===== src/dram_pre_ref_pkg.sv =====
// package: command codes, timing counts and bank state carrier for precharge/refresh logic
package dram_pre_ref_pkg;
    localparam int NUM_BANKS = 8;
    localparam int BA_W = 3;
    localparam int AP_BIT = 10;
    localparam int CNT_W = 12;
    // timing counts in clock cycles (fixed package constants, not per-instance parameters)
    localparam logic [CNT_W-1:0] T_RTP_CYC = 12'h0004;
    localparam logic [CNT_W-1:0] T_RAS_CYC = 12'h0010;
    localparam logic [CNT_W-1:0] T_WR_CYC = 12'h0008;
    localparam logic [CNT_W-1:0] T_RP_CYC = 12'h0006;
    localparam logic [CNT_W-1:0] T_RFC_CYC = 12'h0040;
    localparam logic [CNT_W-1:0] T_CKESR_CYC = 12'h0006;
    localparam logic [CNT_W-1:0] T_SREF_INT_CYC = 12'h0004;
    localparam logic [CNT_W-1:0] BURST_CYC = 12'h0004;
    localparam logic [3:0] MAX_OWED = 4'h8;
    // command pin pattern {cs_n, ras_n, cas_n, we_n}
    localparam logic [3:0] CMD_REFRESH = 4'h1;
    localparam logic [3:0] CMD_PRECHARGE = 4'h2;
    localparam logic [3:0] CMD_ACTIVATE = 4'h3;
    localparam logic [3:0] CMD_WRITE = 4'h4;
    localparam logic [3:0] CMD_READ = 4'h5;
    localparam logic [3:0] CMD_NOP = 4'h7;

    // command bus bundle sampled at the rising edge
    typedef struct packed {
        logic cke;
        logic cs_n;
        logic ras_n;
        logic cas_n;
        logic we_n;
        logic odt;
        logic [BA_W-1:0] ba;
        logic [15:0] addr;
    } cmd_bus_t;

    // per-bank pending auto precharge
    typedef struct packed {
        logic pend;
        logic [CNT_W-1:0] wait_cnt;
    } ap_slot_t;
endpackage


===== src/dram_precharge_refresh_logic.sv =====
// device-side bank closing, auto precharge, refresh and self-refresh tracking
`timescale 1ns/1ps

// Functional notes
// [RULE1] precharge closes coded bank or all
// [RULE2] read/write A10 selects auto precharge
// [RULE3] read AP starts AL+tRTP, waits tRAS
// [RULE4] controller waits tRP and tRC to activate
// [RULE5] write AP waits burst plus tWR
// [RULE6] controller waits tWR+tRP and tRC
// [RULE7] auto precharge held until restore done
// [RULE8] refresh decode: cs ras cas low, we high
// [RULE9] controller refreshes idle banks every tREFI
// [RULE10] refresh uses internal row counter, banks idle
// [RULE11] controller sends only nop during tRFC
// [RULE12] controller postpones or pulls in at most 8
// [RULE13] controller limits 16 refreshes per 2 tREFI
// [RULE14] owed count frozen in self-refresh, max eight
// [RULE15] self-refresh entry decode with cke low
// [RULE16] controller idles banks, termination off first
// [RULE17] loop off in self-refresh, reset on exit
// [RULE18] ignore controls in self-refresh, refresh within tCKESR
// [RULE19] controller sends nop after entry, clock rules
// [RULE20] exit with cke high and nop
// [RULE21] controller delays writes 512 cycles after exit
// [RULE22] controller refreshes once before re-entry
// [RULE23] precharge decode: cs ras we low, cas high
module dram_precharge_refresh_logic #(
    parameter int AL_CYC = 0, // additive latency in cycles
    parameter int ROW_W = 14, // internal refresh row counter width
    parameter int OWED_W = 5 // signed owed refresh counter width
) (
    input wire logic clk_in,
    input wire logic rst_in,
    input wire dram_pre_ref_pkg::cmd_bus_t cmd_in, // sampled command bus
    input wire logic refi_tick_in, // one pulse per average refresh interval
    input wire logic dll_on_in, // mode_register_one bit A0 low means loop on
    output logic [7:0] bank_open_out, // one bit per open bank
    output logic [7:0] bank_precharging_out, // bank in precharge
    output logic refresh_busy_out, // internal refresh in progress
    output logic self_refresh_out, // in self-refresh
    output logic dll_enable_out, // delay-locked loop enabled
    output logic dll_reset_out, // one-cycle loop reset on exit
    output logic [ROW_W-1:0] refresh_row_out, // internal refresh row address
    output logic signed [OWED_W-1:0] owed_out // postponed (+) or pulled-in (-)
);
    localparam logic [11:0] AL_C = 12'(AL_CYC);

    // command decode
    logic [3:0] pat;
    logic is_pre, is_ref, is_act, is_rd, is_wr, is_sre, is_srx;
    logic ap_bit;
    logic [7:0] ba_dec;

    // bank state
    logic [7:0] open_r, open_nxt;
    logic [7:0] prech_r, prech_nxt;
    logic [11:0] ras_cnt_r [8];
    logic [11:0] ras_cnt_nxt [8];
    logic [11:0] rp_cnt_r [8];
    logic [11:0] rp_cnt_nxt [8];
    dram_pre_ref_pkg::ap_slot_t ap_r [8];
    dram_pre_ref_pkg::ap_slot_t ap_nxt [8];

    // refresh / self-refresh state
    typedef enum logic [1:0] {ST_NORMAL, ST_REFRESH, ST_SELF} mode_t;
    mode_t mode_r, mode_nxt;
    logic [11:0] rfc_cnt_r, rfc_cnt_nxt;
    logic [11:0] sr_cnt_r, sr_cnt_nxt;
    logic [ROW_W-1:0] row_r, row_nxt;
    logic signed [OWED_W-1:0] owed_r, owed_nxt;
    logic dll_en_r, dll_en_nxt;
    logic dll_rst_r, dll_rst_nxt;
    logic sr_done_r, sr_done_nxt;

    // decode is blind while in self-refresh, except the exit pattern
    always_comb begin
        pat = {cmd_in.cs_n, cmd_in.ras_n, cmd_in.cas_n, cmd_in.we_n};
        ap_bit = cmd_in.addr[dram_pre_ref_pkg::AP_BIT];
        ba_dec = 8'h01 << cmd_in.ba;
        // [RULE23] precharge pattern
        is_pre = (mode_r == ST_NORMAL) && cmd_in.cke && (pat == dram_pre_ref_pkg::CMD_PRECHARGE);
        // [RULE8] refresh pattern with cke high
        is_ref = (mode_r == ST_NORMAL) && cmd_in.cke && (pat == dram_pre_ref_pkg::CMD_REFRESH);
        // [RULE15] same pattern with cke low enters self-refresh
        is_sre = (mode_r == ST_NORMAL) && !cmd_in.cke && (pat == dram_pre_ref_pkg::CMD_REFRESH);
        // activate, read and write only count outside refresh and self-refresh
        is_act = (mode_r == ST_NORMAL) && cmd_in.cke && (pat == dram_pre_ref_pkg::CMD_ACTIVATE);
        is_rd = (mode_r == ST_NORMAL) && cmd_in.cke && (pat == dram_pre_ref_pkg::CMD_READ);
        is_wr = (mode_r == ST_NORMAL) && cmd_in.cke && (pat == dram_pre_ref_pkg::CMD_WRITE);
        // [RULE20] exit: cke high with nop or deselect_cmd
        is_srx = (mode_r == ST_SELF) && cmd_in.cke && sr_done_r &&
            (cmd_in.cs_n || (pat == dram_pre_ref_pkg::CMD_NOP));
    end

    // bank next-state: activation, precharge and auto precharge timers
    always_comb begin
        open_nxt = open_r;
        prech_nxt = prech_r;
        for (int b = 0; b < 8; b++) begin
            ras_cnt_nxt[b] = (ras_cnt_r[b] != 12'h0000) ? ras_cnt_r[b] - 12'h0001 : 12'h0000;
            rp_cnt_nxt[b] = (rp_cnt_r[b] != 12'h0000) ? rp_cnt_r[b] - 12'h0001 : 12'h0000;
            ap_nxt[b] = ap_r[b];
            if (prech_r[b] && rp_cnt_r[b] <= 12'h0001) begin
                prech_nxt[b] = 1'b0;
            end
            if (ap_r[b].pend) begin
                if (ap_r[b].wait_cnt != 12'h0000) begin
                    ap_nxt[b].wait_cnt = ap_r[b].wait_cnt - 12'h0001;
                // [RULE3] defer start until row active time met
                // [RULE7] restore lockout holds the precharge
                end else if (ras_cnt_r[b] == 12'h0000) begin
                    ap_nxt[b].pend = 1'b0;
                    open_nxt[b] = 1'b0;
                    prech_nxt[b] = 1'b1;
                    rp_cnt_nxt[b] = dram_pre_ref_pkg::T_RP_CYC;
                end
            end
        end
        if (is_act) begin
            open_nxt = open_r | ba_dec;
            // loaded one short so that an auto close lands on the tRAS edge itself
            ras_cnt_nxt[cmd_in.ba] = dram_pre_ref_pkg::T_RAS_CYC - 12'h0001;
        end
        // [RULE1] single bank by BA, or all when A10 high
        if (is_pre) begin
            for (int b = 0; b < 8; b++) begin
                if ((ap_bit || ba_dec[b]) && open_r[b]) begin
                    open_nxt[b] = 1'b0;
                    prech_nxt[b] = 1'b1;
                    rp_cnt_nxt[b] = dram_pre_ref_pkg::T_RP_CYC;
                    // an explicit precharge wins over a pending auto precharge
                    ap_nxt[b].pend = 1'b0;
                end
            end
        end
        // [RULE2] A10 high arms auto precharge, low leaves bank open
        if ((is_rd || is_wr) && ap_bit) begin
            ap_nxt[cmd_in.ba].pend = 1'b1;
            // [RULE3] read waits AL plus tRTP
            // [RULE5] write waits AL, burst, then recovery
            ap_nxt[cmd_in.ba].wait_cnt = is_rd ? (AL_C + dram_pre_ref_pkg::T_RTP_CYC - 12'h0001)
                : (AL_C + dram_pre_ref_pkg::BURST_CYC + dram_pre_ref_pkg::T_WR_CYC - 12'h0001);
        end
    end

    // mode machine: refresh cycle and self-refresh
    always_comb begin
        mode_nxt = mode_r;
        rfc_cnt_nxt = (rfc_cnt_r != 12'h0000) ? rfc_cnt_r - 12'h0001 : 12'h0000;
        sr_cnt_nxt = sr_cnt_r;
        row_nxt = row_r;
        owed_nxt = owed_r;
        dll_en_nxt = dll_en_r;
        dll_rst_nxt = 1'b0;
        sr_done_nxt = sr_done_r;
        // [RULE14] count frozen only in self-refresh
        // ticks keep counting during tRFC; compares are signed for pulled-in refreshes
        if (mode_r != ST_SELF) begin
            if (refi_tick_in && !is_ref &&
                owed_r < $signed(OWED_W'(dram_pre_ref_pkg::MAX_OWED))) begin
                owed_nxt = owed_r + OWED_W'(1);
            end else if (is_ref && !refi_tick_in &&
                owed_r > -$signed(OWED_W'(dram_pre_ref_pkg::MAX_OWED))) begin
                owed_nxt = owed_r - OWED_W'(1);
            end
        end
        unique case (mode_r)
            ST_NORMAL: begin
                if (is_ref) begin
                    // [RULE10] internal row counter, address ignored
                    mode_nxt = ST_REFRESH;
                    rfc_cnt_nxt = dram_pre_ref_pkg::T_RFC_CYC;
                    row_nxt = row_r + ROW_W'(1);
                end else if (is_sre) begin
                    mode_nxt = ST_SELF;
                    sr_cnt_nxt = 12'h0000;
                    sr_done_nxt = 1'b0;
                    // [RULE17] loop off on entry when enabled
                    if (dll_on_in) begin
                        dll_en_nxt = 1'b0;
                    end
                end
            end
            ST_REFRESH: begin
                if (rfc_cnt_r <= 12'h0001) begin
                    mode_nxt = ST_NORMAL;
                end
            end
            ST_SELF: begin
                // [RULE14] owed count frozen here
                // [RULE18] internal refresh within tCKESR, controls ignored
                // one internal refresh, early enough to land inside tCKESR
                sr_cnt_nxt = sr_cnt_r + 12'h0001;
                if (sr_cnt_r == dram_pre_ref_pkg::T_SREF_INT_CYC - 12'h0001) begin
                    row_nxt = row_r + ROW_W'(1);
                end
                if (sr_cnt_r >= dram_pre_ref_pkg::T_CKESR_CYC - 12'h0001) begin
                    sr_done_nxt = 1'b1;
                end
                if (is_srx) begin
                    mode_nxt = ST_NORMAL;
                    // [RULE17] loop back on with a reset
                    if (dll_on_in) begin
                        dll_en_nxt = 1'b1;
                        dll_rst_nxt = 1'b1;
                    end
                end
            end
        endcase
    end

    // registers
    // synchronous reset: banks closed, loop on, counts cleared
    always_ff @(posedge clk_in) begin
        if (rst_in) begin
            open_r <= 8'h00;
            prech_r <= 8'h00;
            for (int b = 0; b < 8; b++) begin
                ras_cnt_r[b] <= 12'h0000;
                rp_cnt_r[b] <= 12'h0000;
                ap_r[b] <= '0;
            end
            mode_r <= ST_NORMAL;
            rfc_cnt_r <= 12'h0000;
            sr_cnt_r <= 12'h0000;
            row_r <= '0;
            owed_r <= '0;
            dll_en_r <= 1'b1;
            dll_rst_r <= 1'b0;
            sr_done_r <= 1'b0;
        end else begin
            open_r <= open_nxt;
            prech_r <= prech_nxt;
            ras_cnt_r <= ras_cnt_nxt;
            rp_cnt_r <= rp_cnt_nxt;
            ap_r <= ap_nxt;
            mode_r <= mode_nxt;
            rfc_cnt_r <= rfc_cnt_nxt;
            sr_cnt_r <= sr_cnt_nxt;
            row_r <= row_nxt;
            owed_r <= owed_nxt;
            dll_en_r <= dll_en_nxt;
            dll_rst_r <= dll_rst_nxt;
            sr_done_r <= sr_done_nxt;
        end
    end

    // outputs straight from flops
    assign bank_open_out = open_r;
    assign bank_precharging_out = prech_r;
    assign refresh_busy_out = (mode_r == ST_REFRESH);
    assign self_refresh_out = (mode_r == ST_SELF);
    assign dll_enable_out = dll_en_r;
    assign dll_reset_out = dll_rst_r;
    assign refresh_row_out = row_r;
    assign owed_out = owed_r;

    // checks
    a_pre_all: assert property (@(posedge clk_in) disable iff (rst_in) // [RULE1]
        is_pre && ap_bit |=> open_r == 8'h00)
        else $error("precharge all left a bank open");
    a_pre_one: assert property (@(posedge clk_in) disable iff (rst_in) // [RULE1]
        is_pre && !ap_bit && !is_act |=> (open_r & ~$past(open_r)) == 8'h00 &&
        !open_r[$past(cmd_in.ba)])
        else $error("single precharge left coded bank open");
    a_ap_arm: assert property (@(posedge clk_in) disable iff (rst_in) // [RULE2]
        (is_rd || is_wr) && ap_bit |=> ap_r[$past(cmd_in.ba)].pend)
        else $error("auto precharge not armed");
    a_ap_ras: assert property (@(posedge clk_in) disable iff (rst_in) // [RULE7]
        ap_r[0].pend && ap_r[0].wait_cnt == 12'h0000 && ras_cnt_r[0] != 12'h0000 |=> open_r[0] ||
        !$past(open_r[0]) || $past(is_pre))
        else $error("auto precharge before restore");
    a_ref_mode: assert property (@(posedge clk_in) disable iff (rst_in) // [RULE8]
        is_ref |=> refresh_busy_out && refresh_row_out == $past(row_r) + ROW_W'(1))
        else $error("refresh not started");
    a_sre_mode: assert property (@(posedge clk_in) disable iff (rst_in) // [RULE15]
        is_sre |=> self_refresh_out)
        else $error("self-refresh not entered");
    a_owed_hold: assert property (@(posedge clk_in) disable iff (rst_in) // [RULE14]
        self_refresh_out && $past(self_refresh_out) |-> $stable(owed_r))
        else $error("owed count moved in self-refresh");
    a_dll_off: assert property (@(posedge clk_in) disable iff (rst_in) // [RULE17]
        is_sre && dll_on_in |=> !dll_enable_out)
        else $error("loop not off in self-refresh");
    a_sr_min: assert property (@(posedge clk_in) disable iff (rst_in) // [RULE18]
        is_sre |=> self_refresh_out [*6])
        else $error("self-refresh left early");
    // the owed count never leaves the window of eight either way
    a_owed_bound: assert property (@(posedge clk_in) disable iff (rst_in) // [RULE14]
        owed_r <= $signed(OWED_W'(dram_pre_ref_pkg::MAX_OWED)) &&
        owed_r >= -$signed(OWED_W'(dram_pre_ref_pkg::MAX_OWED)))
        else $error("owed count out of range");
    a_dll_back: assert property (@(posedge clk_in) disable iff (rst_in) // [RULE17]
        is_srx && dll_on_in |=> dll_enable_out && dll_reset_out)
        else $error("loop not restarted on exit");
    // only the exit pattern may take the device out of self-refresh
    a_sr_stay: assert property (@(posedge clk_in) disable iff (rst_in) // [RULE18]
        self_refresh_out && !is_srx |=> self_refresh_out)
        else $error("self-refresh left without exit");
    // main scenarios reached
    c_ap_read: cover property (@(posedge clk_in) is_rd && ap_bit ##[1:40] prech_r != 8'h00);
    c_ap_write: cover property (@(posedge clk_in) is_wr && ap_bit ##[1:40] prech_r != 8'h00);
    c_refresh: cover property (@(posedge clk_in) is_ref ##1 refresh_busy_out);
    c_sr_cycle: cover property (@(posedge clk_in) is_sre ##[6:60] is_srx);
    c_sr_no_dll: cover property (@(posedge clk_in) is_sre && !dll_on_in);
endmodule


===== config.mk =====
export PLATFORM = sky130hd
export DESIGN_NAME = dram_precharge_refresh_logic
export DESIGN_NICKNAME = d
export VERILOG_FILES = /design/src/dram_pre_ref_pkg.sv /design/src/dram_precharge_refresh_logic.sv
export SDC_FILE = /design/constraint.sdc
export NUM_CORES = 1
export LEC_CHECK = 0
export BUFFER_PORTS_ARGS = -buffer_cell sky130_fd_sc_hd__buf_2
export CORE_MARGIN = 5
export CORE_UTILIZATION = 48
export DETAILED_ROUTE_END_ITERATION = 12
export GPL_TIMING_DRIVEN = 0
export PLACE_DENSITY = 0.67
export SLEW_MARGIN = 20
export SYNTH_ARGS = -nofsm -noshare
export SYNTH_HDL_FRONTEND = slang
export SYNTH_SLANG_ARGS = --single-unit

===== constraint.sdc =====
create_clock -name clk_in -period 2.7 [get_ports clk_in]
set_input_delay 0.27 -clock clk_in [delete_from_list [all_inputs] [get_ports clk_in]]
set_output_delay 0.27 -clock clk_in [all_outputs]
set_load 0.01 [all_outputs]

# Yosys cells after proc, flatten, opt, wreduce, memory -nomap -nowiden
# Index checks and enable logic that the tools add are counted.
[classes] addsub=29 magnitude_cmp=14 eq_ne=20 n_shift=1 mux=210 bitwise=7 n_reduce_logical=89
[op_table] operator="$mux 12" n=63
[op_table] operator="$reduce_bool 12->1" n=25
[op_table] operator="$sub 12x1->12 const B" n=25
[op_table] operator="$bwmux 104" n=2
[op_table] operator="$mux 96" n=2
[op_table] operator="$mux 13" n=9
[op_table] operator="$mux 1" n=113
[op_table] operator="$le 12x1->1 const B" n=9
[op_table] operator="$mux 104" n=1
[op_table] operator="$logic_not 12->1" n=8
[op_table] operator="$demux 13 s3" n=2
[op_table] operator="$and 64x64->64" n=1
[op_table] operator="$not 64->64" n=1
[op_table] operator="$demux 12 s3" n=1
[op_table] operator="$logic_and 1x1->1" n=33
[op_table] operator="$or 32x32->32" n=1
[op_table] operator="$mux 14" n=2
[op_table] operator="$pmux 14 s2" n=1
[op_table] operator="$mux 8" n=3
[op_table] operator="$pmux 12 s2" n=1
[op_table] operator="$add 14x1->14 const B" n=1
[op_table] operator="$add 12x1->12 const B" n=1
[op_table] operator="$eq 12x2->1 const B" n=1
[op_table] operator="$eq 4x3->1 const B" n=3
[op_table] operator="other kinds (32)" n=61
[totals] ff_bits=360 inputBits=29 out_inout_bits=39 elab_cells=412

# Logic depth before layout (Yosys ltp)
# Gate-level depths: netlist of the first run.
[logic_depth] ltp_word=9 mapped_depth=11 depth_no_buf=11

# Worst setup path after synthesis of the first run
# OpenSTA, ideal clock, no wires.
[synth_path] kind="flip-flop to flip-flop" startpoint="reg mode_r[0]" endpoint="reg owed_r[4] (netlist: owed_out[4])" setup_ps=70 t_arrival_ps=2429 t_required_ps=2630 slack_ps=201 stages_incl_launch_ff=12 n_path_buf=0 period_less_slack_ps=2499 cell_sequence="dfxtp_1 > inv_1 > ha_1 > nand4bb_1 > o211ai_1 > inv_1 > fa_1 > nand2b_1 > a21oi_1 > xnor2_1 > or3_1 > a21oi_1"
[synth_via] elab_chain_len=8 word_cells_on_any_way=12 cone_classes="eq/ne (1); mux (1); reduce/logical (10)"
[synth_rtl] item="from (decl)" line="dram_precharge_refresh_logic.sv:67" source="mode_t mode_r, mode_nxt;"
[synth_rtl] item="from (signal assigned)" line="dram_precharge_refresh_logic.sv:238" source="mode_r <= mode_nxt;"
[synth_rtl] item="$logic_not 2->1" line="dram_precharge_refresh_logic.sv:84" source="is_ref = (mode_r == ST_NORMAL) && cmd_in.cke && (pat == dram_pre_ref_pkg::CMD_REFRESH);"
[synth_rtl] item="$logic_and 1x1->1 (2 in series)" line="dram_precharge_refresh_logic.sv:84"
[synth_rtl] item="$logic_not 1->1" line="dram_precharge_refresh_logic.sv:160" source="if (refi_tick_in && !is_ref &&"
[synth_rtl] item="$logic_and 1x1->1 (2 in series)" line="dram_precharge_refresh_logic.sv:160"
[synth_rtl] item="$reduce_bool 2->1 (no line)"
[synth_rtl] item="$reduce_and 2->1 (no line)"
[synth_rtl] item="to (signal assigned)" line="dram_precharge_refresh_logic.sv:242" source="owed_r <= owed_nxt;"
[synth_rtl] item="to (decl)" line="dram_precharge_refresh_logic.sv:71" source="logic signed [OWED_W-1:0] owed_r, owed_nxt;"
# Several ways; a longest one is shown, not always the timed one.
# A chain may end at the register's enable or synchronous reset.

# Worst setup path in the final report of the first run
[layout_path] startpoint="reg mode_r[0]" endpoint="reg rp_cnt_r[23] in the netlist's numbering"
[layout_via] elab_chain_len=4
[layout_rtl] item="$logic_not 2->1" line="dram_precharge_refresh_logic.sv:82" source="is_pre = (mode_r == ST_NORMAL) && cmd_in.cke && (pat == dram_pre_ref_pkg::CMD_PRECHARGE);"
[layout_rtl] item="$logic_and 1x1->1 (2 in series)" line="dram_precharge_refresh_logic.sv:82"
[layout_rtl] item="$mux 96" line="dram_precharge_refresh_logic.sv:126" source="if (is_pre) begin"
[layout_rtl] item="to (signal assigned)" line="dram_precharge_refresh_logic.sv:236" source="rp_cnt_r <= rp_cnt_nxt;"
[layout_rtl] item="to (decl)" line="dram_precharge_refresh_logic.sv:60" source="logic [11:0] rp_cnt_r [8];"
# No other way between the ends.

==> results of run 1 <==
## repair_timing
| item | CTS | global route |
|---|---|---|
| hold buffers | 1 | 0 |
| pin swaps | 2 | 1 |
| endpoints found under the hold margin | 1 | 0 |
| resized for setup | 7 | 11 |
| setup buffers | 2 | 1 |
| setup endpoints to repair | 106 | 91 |
## power groups by stage
stage	clock network [mW]	logic, mW	registers [mW]
final	5.30	6.07	7.15
after global routing	5.68	6.96	7.30
after CTS	5.43	6.11	7.15
after detailed placement	0	6.01	7.24
after global placement	0	5.82	7.20
after floorplan	0	4.99	7.08
## critical path, delay by kind of cell (launching register included)
family	cells	cell delay [ns]
simple gates	4	1.01
buf+inv	2	0.57
compound gates	1	0.39
flops	1	0.33
fa+ha+maj	1	0.21
## cell usage after synthesis, types with 8 or more instances
cell type	instances	area (um^2)
a2111oi_0	9	78.83
a21o_1	10	75.07
a21oi_1	101	505.5
a31oi_1	13	81.33
and2_1	9	56.30
clkbuf_1	33	123.9
dfxtp_1	360	7207
ha_1	55	688.2
inv_1	76	285.3
mux2_2	8	90.09
mux2i_1	10	100.1
nand2_1	118	442.9
nand2b_1	28	175.2
nand3_1	54	270.3
nand4_1	23	143.9
nor2_1	340	1276
nor2b_1	10	62.56
nor3_1	90	450.4
nor3b_1	14	105.1
nor4_1	60	375.4
o211ai_1	9	67.56
o21ai_0	60	300.3
o31ai_1	18	135.1
or2_2	16	100.1
or3_1	34	212.7
or4_1	29	217.7
or4b_2	11	110.1
xnor2_1	168	1471
xor2_1	58	508.0
## cells in the final DEF, fill, tap and decap left out, drive strengths merged, types with 57 or more instances in the layout
cell type	instances
nor2	340
o21ai	60
nand2	118
a21oi	101
buf	57
xor2	58
xnor2	168
nor3	90
nor4	62
clkbuf	89
inv	76
dfxtp	360
## routing by layer
metal	up-vias	track usage	part of all wire
li1	6850	-	-
met1	6318	0.2462	0.46
met2	255	0.3137	0.46
met3	77	0.03330	0.049
met4	0	0.05922	0.029
met5	-	0	0
## area by class of cell
type	count	share of cell area
clock buffer	56	0.06253
tap	455	0.03036
buffer	38	0.007941
clock inverter	13	0.006139
multi-input combinational	1440	0.4786
inverter	76	0.01522
timing repair buffer	53	0.01481
sequential	360	0.3844
## registers in the layout (all words and copies together), names as in the netlist
| signal | flops |
|---|---|
| ap_r | 104 |
| bank_open_out | 8 |
| bank_precharging_out | 8 |
| dll_enable_out | 1 |
| dll_reset_out | 1 |
| mode_r | 2 |
| owed_out | 5 |
| ras_cnt_r | 96 |
| refresh_row_out | 14 |
| rfc_cnt_r | 12 |
| rp_cnt_r | 96 |
| sr_cnt_r | 12 |
| sr_done_r | 1 |
## final timing paths
path,cells past startpoint,slack (ns),to,start
worst max-delay path,8,0.06,rp_cnt_r[23]$_SDFF_PP0_,mode_r[0]$_SDFFE_PP0P_
worst min-delay path,5,0.19,dll_reset_out$_SDFF_PP0_,cmd_in[24]
worst max register to register,8,0.06,rp_cnt_r[23]$_SDFF_PP0_,mode_r[0]$_SDFFE_PP0P_
worst min register to register,2,0.46,rp_cnt_r[17]$_SDFF_PP0_,rp_cnt_r[17]$_SDFF_PP0_
## cell families (layout without fill, tap and decap cells)
| family | count (synthesis) | in the layout |
|---|---|---|
| DFF | 360 | 360 |
| buffers and inverters | 114 | 236 |
| and+or+nand+nor | 881 | 881 |
| adders and majority gates | 56 | 56 |
| muxes | 18 | 18 |
| xor gates and xnor gates | 226 | 226 |
| AOI/OAI and AO/OA | 259 | 259 |
## per-stage QoR
| stage | setup slack [ns] | instance area, um^2 | std cells |
|---|---|---|---|
| 3_5_place_dp | -0.3719 | 17340 | 2418 |
| 4_1_cts | 0.006502 | 18690 | 2490 |
| 2_1_floorplan | 0.2009 | 16520 | 1914 |
| 3_3_place_gp | -0.2804 | 17340 | 2418 |
| 6_report | 0.06477 | 18750 | 2491 |
| 5_1_grt | -0.04237 | 18750 | 2491 |
==> flow_metrics.py, run 1 <==
metrics = {
    "run_status": {
        "status": "finished, final reports clean",
    },
    "synthesis": {
        "netlist-cell-type-count": 69,
        "synth_cells": 1914,
        "synth-xor-area-share": 0.1198,
        "synth-simple-area-share": 0.2672,
        "avgSynthCellArea_um2": 8.632,
        "synth.net_count": 1999,
        "synth_compound_area_frac": 0.09618,
        "synthAdderAreaFrac": 0.04287,
        "synth_seq_cells": 360,
        "synth-edff-count": 0,
        "muxShareOfSynthArea": 0.01151,
        "yosysSeqAreaShare": 0.4362,
        "synth_top_family_by_area": "simple AND/OR/NAND/NOR gates",
        "synth-async-reset-ratio": 0,
        "syn_area_mm2": 0.01652,
        "yosysWarnings": 0,
        "ys.flop_type": "dfxtp_1",
    },
    "finish": {
        "diodes": 0,
        "n_fill_cell": 3067,
        "drive_above_1_share": 0.09086,
        "seq_area_mm2": 0.007207,
        "final_nets": 2093,
        "post-route-util": 0.5468,
        "multi_input_area_mm2": 0.008974,
        "area_growth_syn_to_layout_pct": 13.49,
    },
    "clock_tree": {
        "clkTransAtPathRegs_ns": 0.06,
        "cts_inserted_buffers": 39,
        "cts_root_buf": "clkbuf_16",
        "clkSinkCount": 360,
        "ctsHtreeMaxLevel": 2,
        "worstSkewPairLatency_ns": 0.52,
        "cts_tree": "built",
        "clockBufferDepth": 3,
    },
    "sta": {
        "fin_crit_ns": 2.635,
        "slew_headroom": 0.2900,
        "tightest_slew_ns": 1.065,
        "rsz0062_at_grt": "yes",
        "fin_setup_tns_ns": 0,
        "finalCritPeriodShare": 0.9760,
        "fin_hold_ws_ns": 0.1872,
        "fin_skew_ns": 0.01310,
        "fmax_ghz": 0.3795,
        "setup_viol": 0,
        "slew_viol_final": 0,
        "timing.final.hold_violations": 0,
    },
    "pwr": {
        "p_int_mw": 12.26,
        "irDropWorstVdd_uv": 476.9,
        "p_per_area_mw_per_mm2": 988.0,
        "leakagePower_nw": 7.169,
        "switching_share": 0.3383,
        "p_sw_mw": 6.266,
        "power_mw": 18.52,
        "pwr-share-comb": 0.328,
        "power_frac_seq": 0.386,
        "clkPwrFrac": 0.286,
    },
    "place": {
        "hpwl_mm": 25.61,
        "portBuffers": 49,
        "gp_congestion": 0.8261,
    },
    "setup_path": {
        "cp.arrival_ns": 3.03,
        "worst_setup_path_start_kind": "register",
        "path_max_fanout": 10,
        "cp.required_ns": 3.10,
        "cpPeakStageDelay_ns": 0.55,
        "worstSetupEndpointType": "register",
        "cpMaxStageDelayCell": "nor4_1",
        "crit_chain": "inv_1, ha_4, nand2b_1, nor4_1, clkbuf_2, o211ai_1, nand4_4, nor2_1",
        "crit_type": "register to register",
    },
    "detailed_routing": {
        "firstDrtPassIters": 5,
        "dr.first_iter.drc_count": 668,
        "drtAntennaViolNets": 0,
        "via_count": 13500,
        "wl_per_cell_um": 14.61,
        "viasPerCell": 5.420,
        "drt-total-wl_mm": 36.40,
        "drc": 0,
    },
    "grt": {
        "antenna_found_initial": 0,
        "grt_max_degree": 14,
        "grt-ovfl-total": 0,
        "grt_pass1_wl_mm": 61.54,
        "grt_util_all_layers": 0.1872,
        "first_global_vias": 12968,
    },
    "floorplanning": {
        "io_pins": 68,
        "die_x_um": 195.5,
        "core_area_mm2": 0.03429,
        "die-area_mm2": 0.03823,
        "start_util": 0.4818,
        "row_count": 68,
        "die-height_um": 195.5,
    },
    "hold_path": {
        "min_path_type": "input port to register",
    },
    "flow_run": {
        "max-cap-violations": 0,
    },
}
Power figures use the tool's default switching activity.
==> inputs of run 2 (changes only) <==
--- a/config.mk
+++ b/config.mk
@@ -10,7 +10,6 @@
 export CORE_UTILIZATION = 48
 export DETAILED_ROUTE_END_ITERATION = 12
 export GPL_TIMING_DRIVEN = 0
-export PLACE_DENSITY = 0.67
 export SLEW_MARGIN = 20
 export SYNTH_ARGS = -nofsm -noshare
 export SYNTH_HDL_FRONTEND = slang
==> constraint.sdc (replaced) <==
create_clock -name clk_in -period 3.2 [get_ports clk_in]
set_input_delay 0.32 -clock clk_in [delete_from_list [all_inputs] [get_ports clk_in]]
set_output_delay 0.32 -clock clk_in [all_outputs]
set_load 0.01 [all_outputs]
==> run 2 against run 1 <==
Utilization about the same; cell area about the same; clock skew about the same; highest routed layer unchanged; largest cell class unchanged.
==> flow_metrics.py, run 2 (synthesis gave the netlist of run 1 again) <==
metrics = {
    "flow_run": {
        "max-cap-violations": 0,
    },
    "setup_path": {
        "crit_chain": "inv_1, ha_1, nand4bb_1, o211ai_1, inv_1, fa_1, nand2b_1, a21oi_1, xnor2_1, or3_1, a21oi_1",
        "cp_num_cells": 11,
        "rr_worst_depth": 11,
        "crit_type": "register to register",
        "path_buf_inv": 2,
        "cp.required_ns": 3.65,
        "path_max_fanout": 7,
        "worstSetupEndpointType": "register",
        "ff2ff_setup_slack_ns": 0.32,
        "r2r-start": "mode_r[0]$_SDFFE_PP0P_",
        "crit_start": "mode_r[0]$_SDFFE_PP0P_",
        "crit_family": "simple AND/OR/NAND/NOR gates",
        "cpPeakStageDelay_ns": 0.41,
        "cpMaxStageDelayCell": "o211ai_1",
        "worstSetupEndpoint": "owed_out[4]$_SDFFE_PP0P_",
        "worst_setup_path_start_kind": "register",
        "r2r-end": "owed_out[4]$_SDFFE_PP0P_",
        "cp.arrival_ns": 3.33,
    },
    "place": {
        "hpwl_mm": 25.65,
        "placed_cell_area_mm2": 0.01734,
        "gp_congestion": 0.8323,
        "portBuffers": 49,
    },
    "grt": {
        "grt-ovfl-total": 0,
        "first_global_vias": 12422,
        "grt_max_degree": 14,
        "antenna_found_initial": 0,
        "grt_util_all_layers": 0.1888,
        "grt_pass1_wl_mm": 60.98,
    },
    "sta": {
        "finalCritPeriodShare": 0.9000,
        "timing.final.hold_violations": 0,
        "fmax_ghz": 0.3472,
        "fin_skew_ns": 0.01291,
        "slew_headroom": 0.3095,
        "fin_crit_ns": 2.880,
        "rsz0062_at_grt": "no",
        "fin_setup_tns_ns": 0,
        "setup_viol": 0,
        "tightest_slew_ns": 1.036,
        "slew_viol_final": 0,
    },
    "finish": {
        "post-route-util": 0.5467,
        "area_growth_syn_to_layout_pct": 13.47,
        "layout_common_cells": "dfxtp_1, nor2_1, xnor2_1, nand2_1, a21oi_1",
        "final_common_cell": "dfxtp_1",
        "drive_above_1_share": 0.08738,
        "multi_input_area_mm2": 0.008895,
        "n_fill_cell": 3154,
        "seq_area_mm2": 0.007207,
        "final_nets": 2093,
        "final_area_mm2": 0.01875,
        "largest_register_ffs": 104,
        "top_regs": "ap_r: 104 flops, ras_cnt_r: 96 flops, rp_cnt_r: 96 flops",
        "largest-register": "ap_r",
        "diodes": 0,
    },
    "detailed_routing": {
        "via_count": 13286,
        "drc": 0,
        "drt-total-wl_mm": 36.74,
        "drtAntennaViolNets": 0,
        "firstDrtPassIters": 4,
        "dr.first_iter.drc_count": 545,
        "wl_per_cell_um": 14.74,
        "viasPerCell": 5.331,
    },
    "floorplanning": {
        "die_x_um": 195.5,
        "io_pins": 68,
        "row_count": 68,
        "die-area_mm2": 0.03823,
        "die-height_um": 195.5,
        "start_util": 0.4818,
        "core_area_mm2": 0.03429,
    },
    "clock_tree": {
        "worstSkewPairLatency_ns": 0.53,
        "ctsHtreeMaxLevel": 2,
        "cts_tree": "built",
        "cts_root_buf": "clkbuf_16",
        "cts_inserted_buffers": 40,
        "clockBufferDepth": 3,
        "clkTransAtPathRegs_ns": 0.06,
        "clkSinkCount": 360,
    },
    "pwr": {
        "leakagePower_nw": 7.183,
        "p_per_area_mw_per_mm2": 844.7,
        "power_mw": 15.83,
        "irDropWorstVdd_uv": 565.2,
    },
    "run_status": {
        "status": "finished, final reports clean",
    },
    "hold_path": {
        "min_path_type": "input port to register",
    },
}
-- run 2: changes by cell type in the layout (fill, tap and decap cells not counted), moves of 3 or more --
| cell | change |
|---|---|
| clkinv_2 | -4 |
| a2111oi_1 | -4 |
| nor4_1 | +3 |
| a2111oi_0 | +4 |
-- run 2: cell type report --
type / instances / area share
multi-input combinational: 1440 / 0.4745
inverter: 76 / 0.01522
clock buffer: 58 / 0.06401
tap: 455 / 0.03037
buffer: 38 / 0.007943
sequential: 360 / 0.3845
clock inverter: 13 / 0.009211
timing repair buffer: 52 / 0.01428
-- run 2: per-stage QoR --
stage / std cells / setup WS, ns / hold slack, ns
2_1_floorplan: 1914 / 0.7009 / 0.4295
3_3_place_gp: 2418 / 0.1187 / 0.4436
3_5_place_dp: 2418 / 0.1067 / 0.4515
4_1_cts: 2489 / 0.08151 / 0.03925
5_1_grt: 2492 / 0.02996 / 0.06167
6_report: 2492 / 0.3201 / 0.06905
-- run 2: worst min path at each step --
stage	start	endpoint	depth (start not counted)
global placement	rp_cnt_r[84]$_SDFF_PP0_	rp_cnt_r[84]$_SDFF_PP0_	1
global route	dll_on_in	dll_reset_out$_SDFF_PP0_	3
floorplan	rp_cnt_r[24]$_SDFF_PP0_	rp_cnt_r[24]$_SDFF_PP0_	1
finish	dll_on_in	dll_reset_out$_SDFF_PP0_	3
detailed placement	rp_cnt_r[17]$_SDFF_PP0_	rp_cnt_r[17]$_SDFF_PP0_	2
CTS	dll_on_in	dll_reset_out$_SDFF_PP0_	3
-- run 2: worst min-delay path, delay by kind of cell --
kind,cells,cell delay (ns)
buffers and inverters,1,0.13
and+or+nand+nor,2,0.11
-- run 2: power breakdown --
| group | switching (mW) | total [mW] | internal, mW |
|---|---|---|---|
| logic | 2.78 | 5.08 | 2.29 |
| registers | 0.704 | 6.03 | 5.32 |
| clock network | 1.81 | 4.73 | 2.92 |
| total | 5.29 | 15.8 | 10.5 |
-- run 2: routing by layer --
metal | up-vias | global-route usage | share of wire
met5 | - | 0 | 0
met2 | 215 | 0.3088 | 0.46
met3 | 46 | 0.03571 | 0.052
li1 | 6865 | - | -
met1 | 6160 | 0.2588 | 0.48
met4 | 0 | 0.04732 | 0.018
-- run 2: what timing repair did --
item | CTS | global route
gates resized for setup | 0 | 3
endpoints found under the setup margin | 0 | 13
setup buffers | 0 | 3
hold buffers | 0 | 0
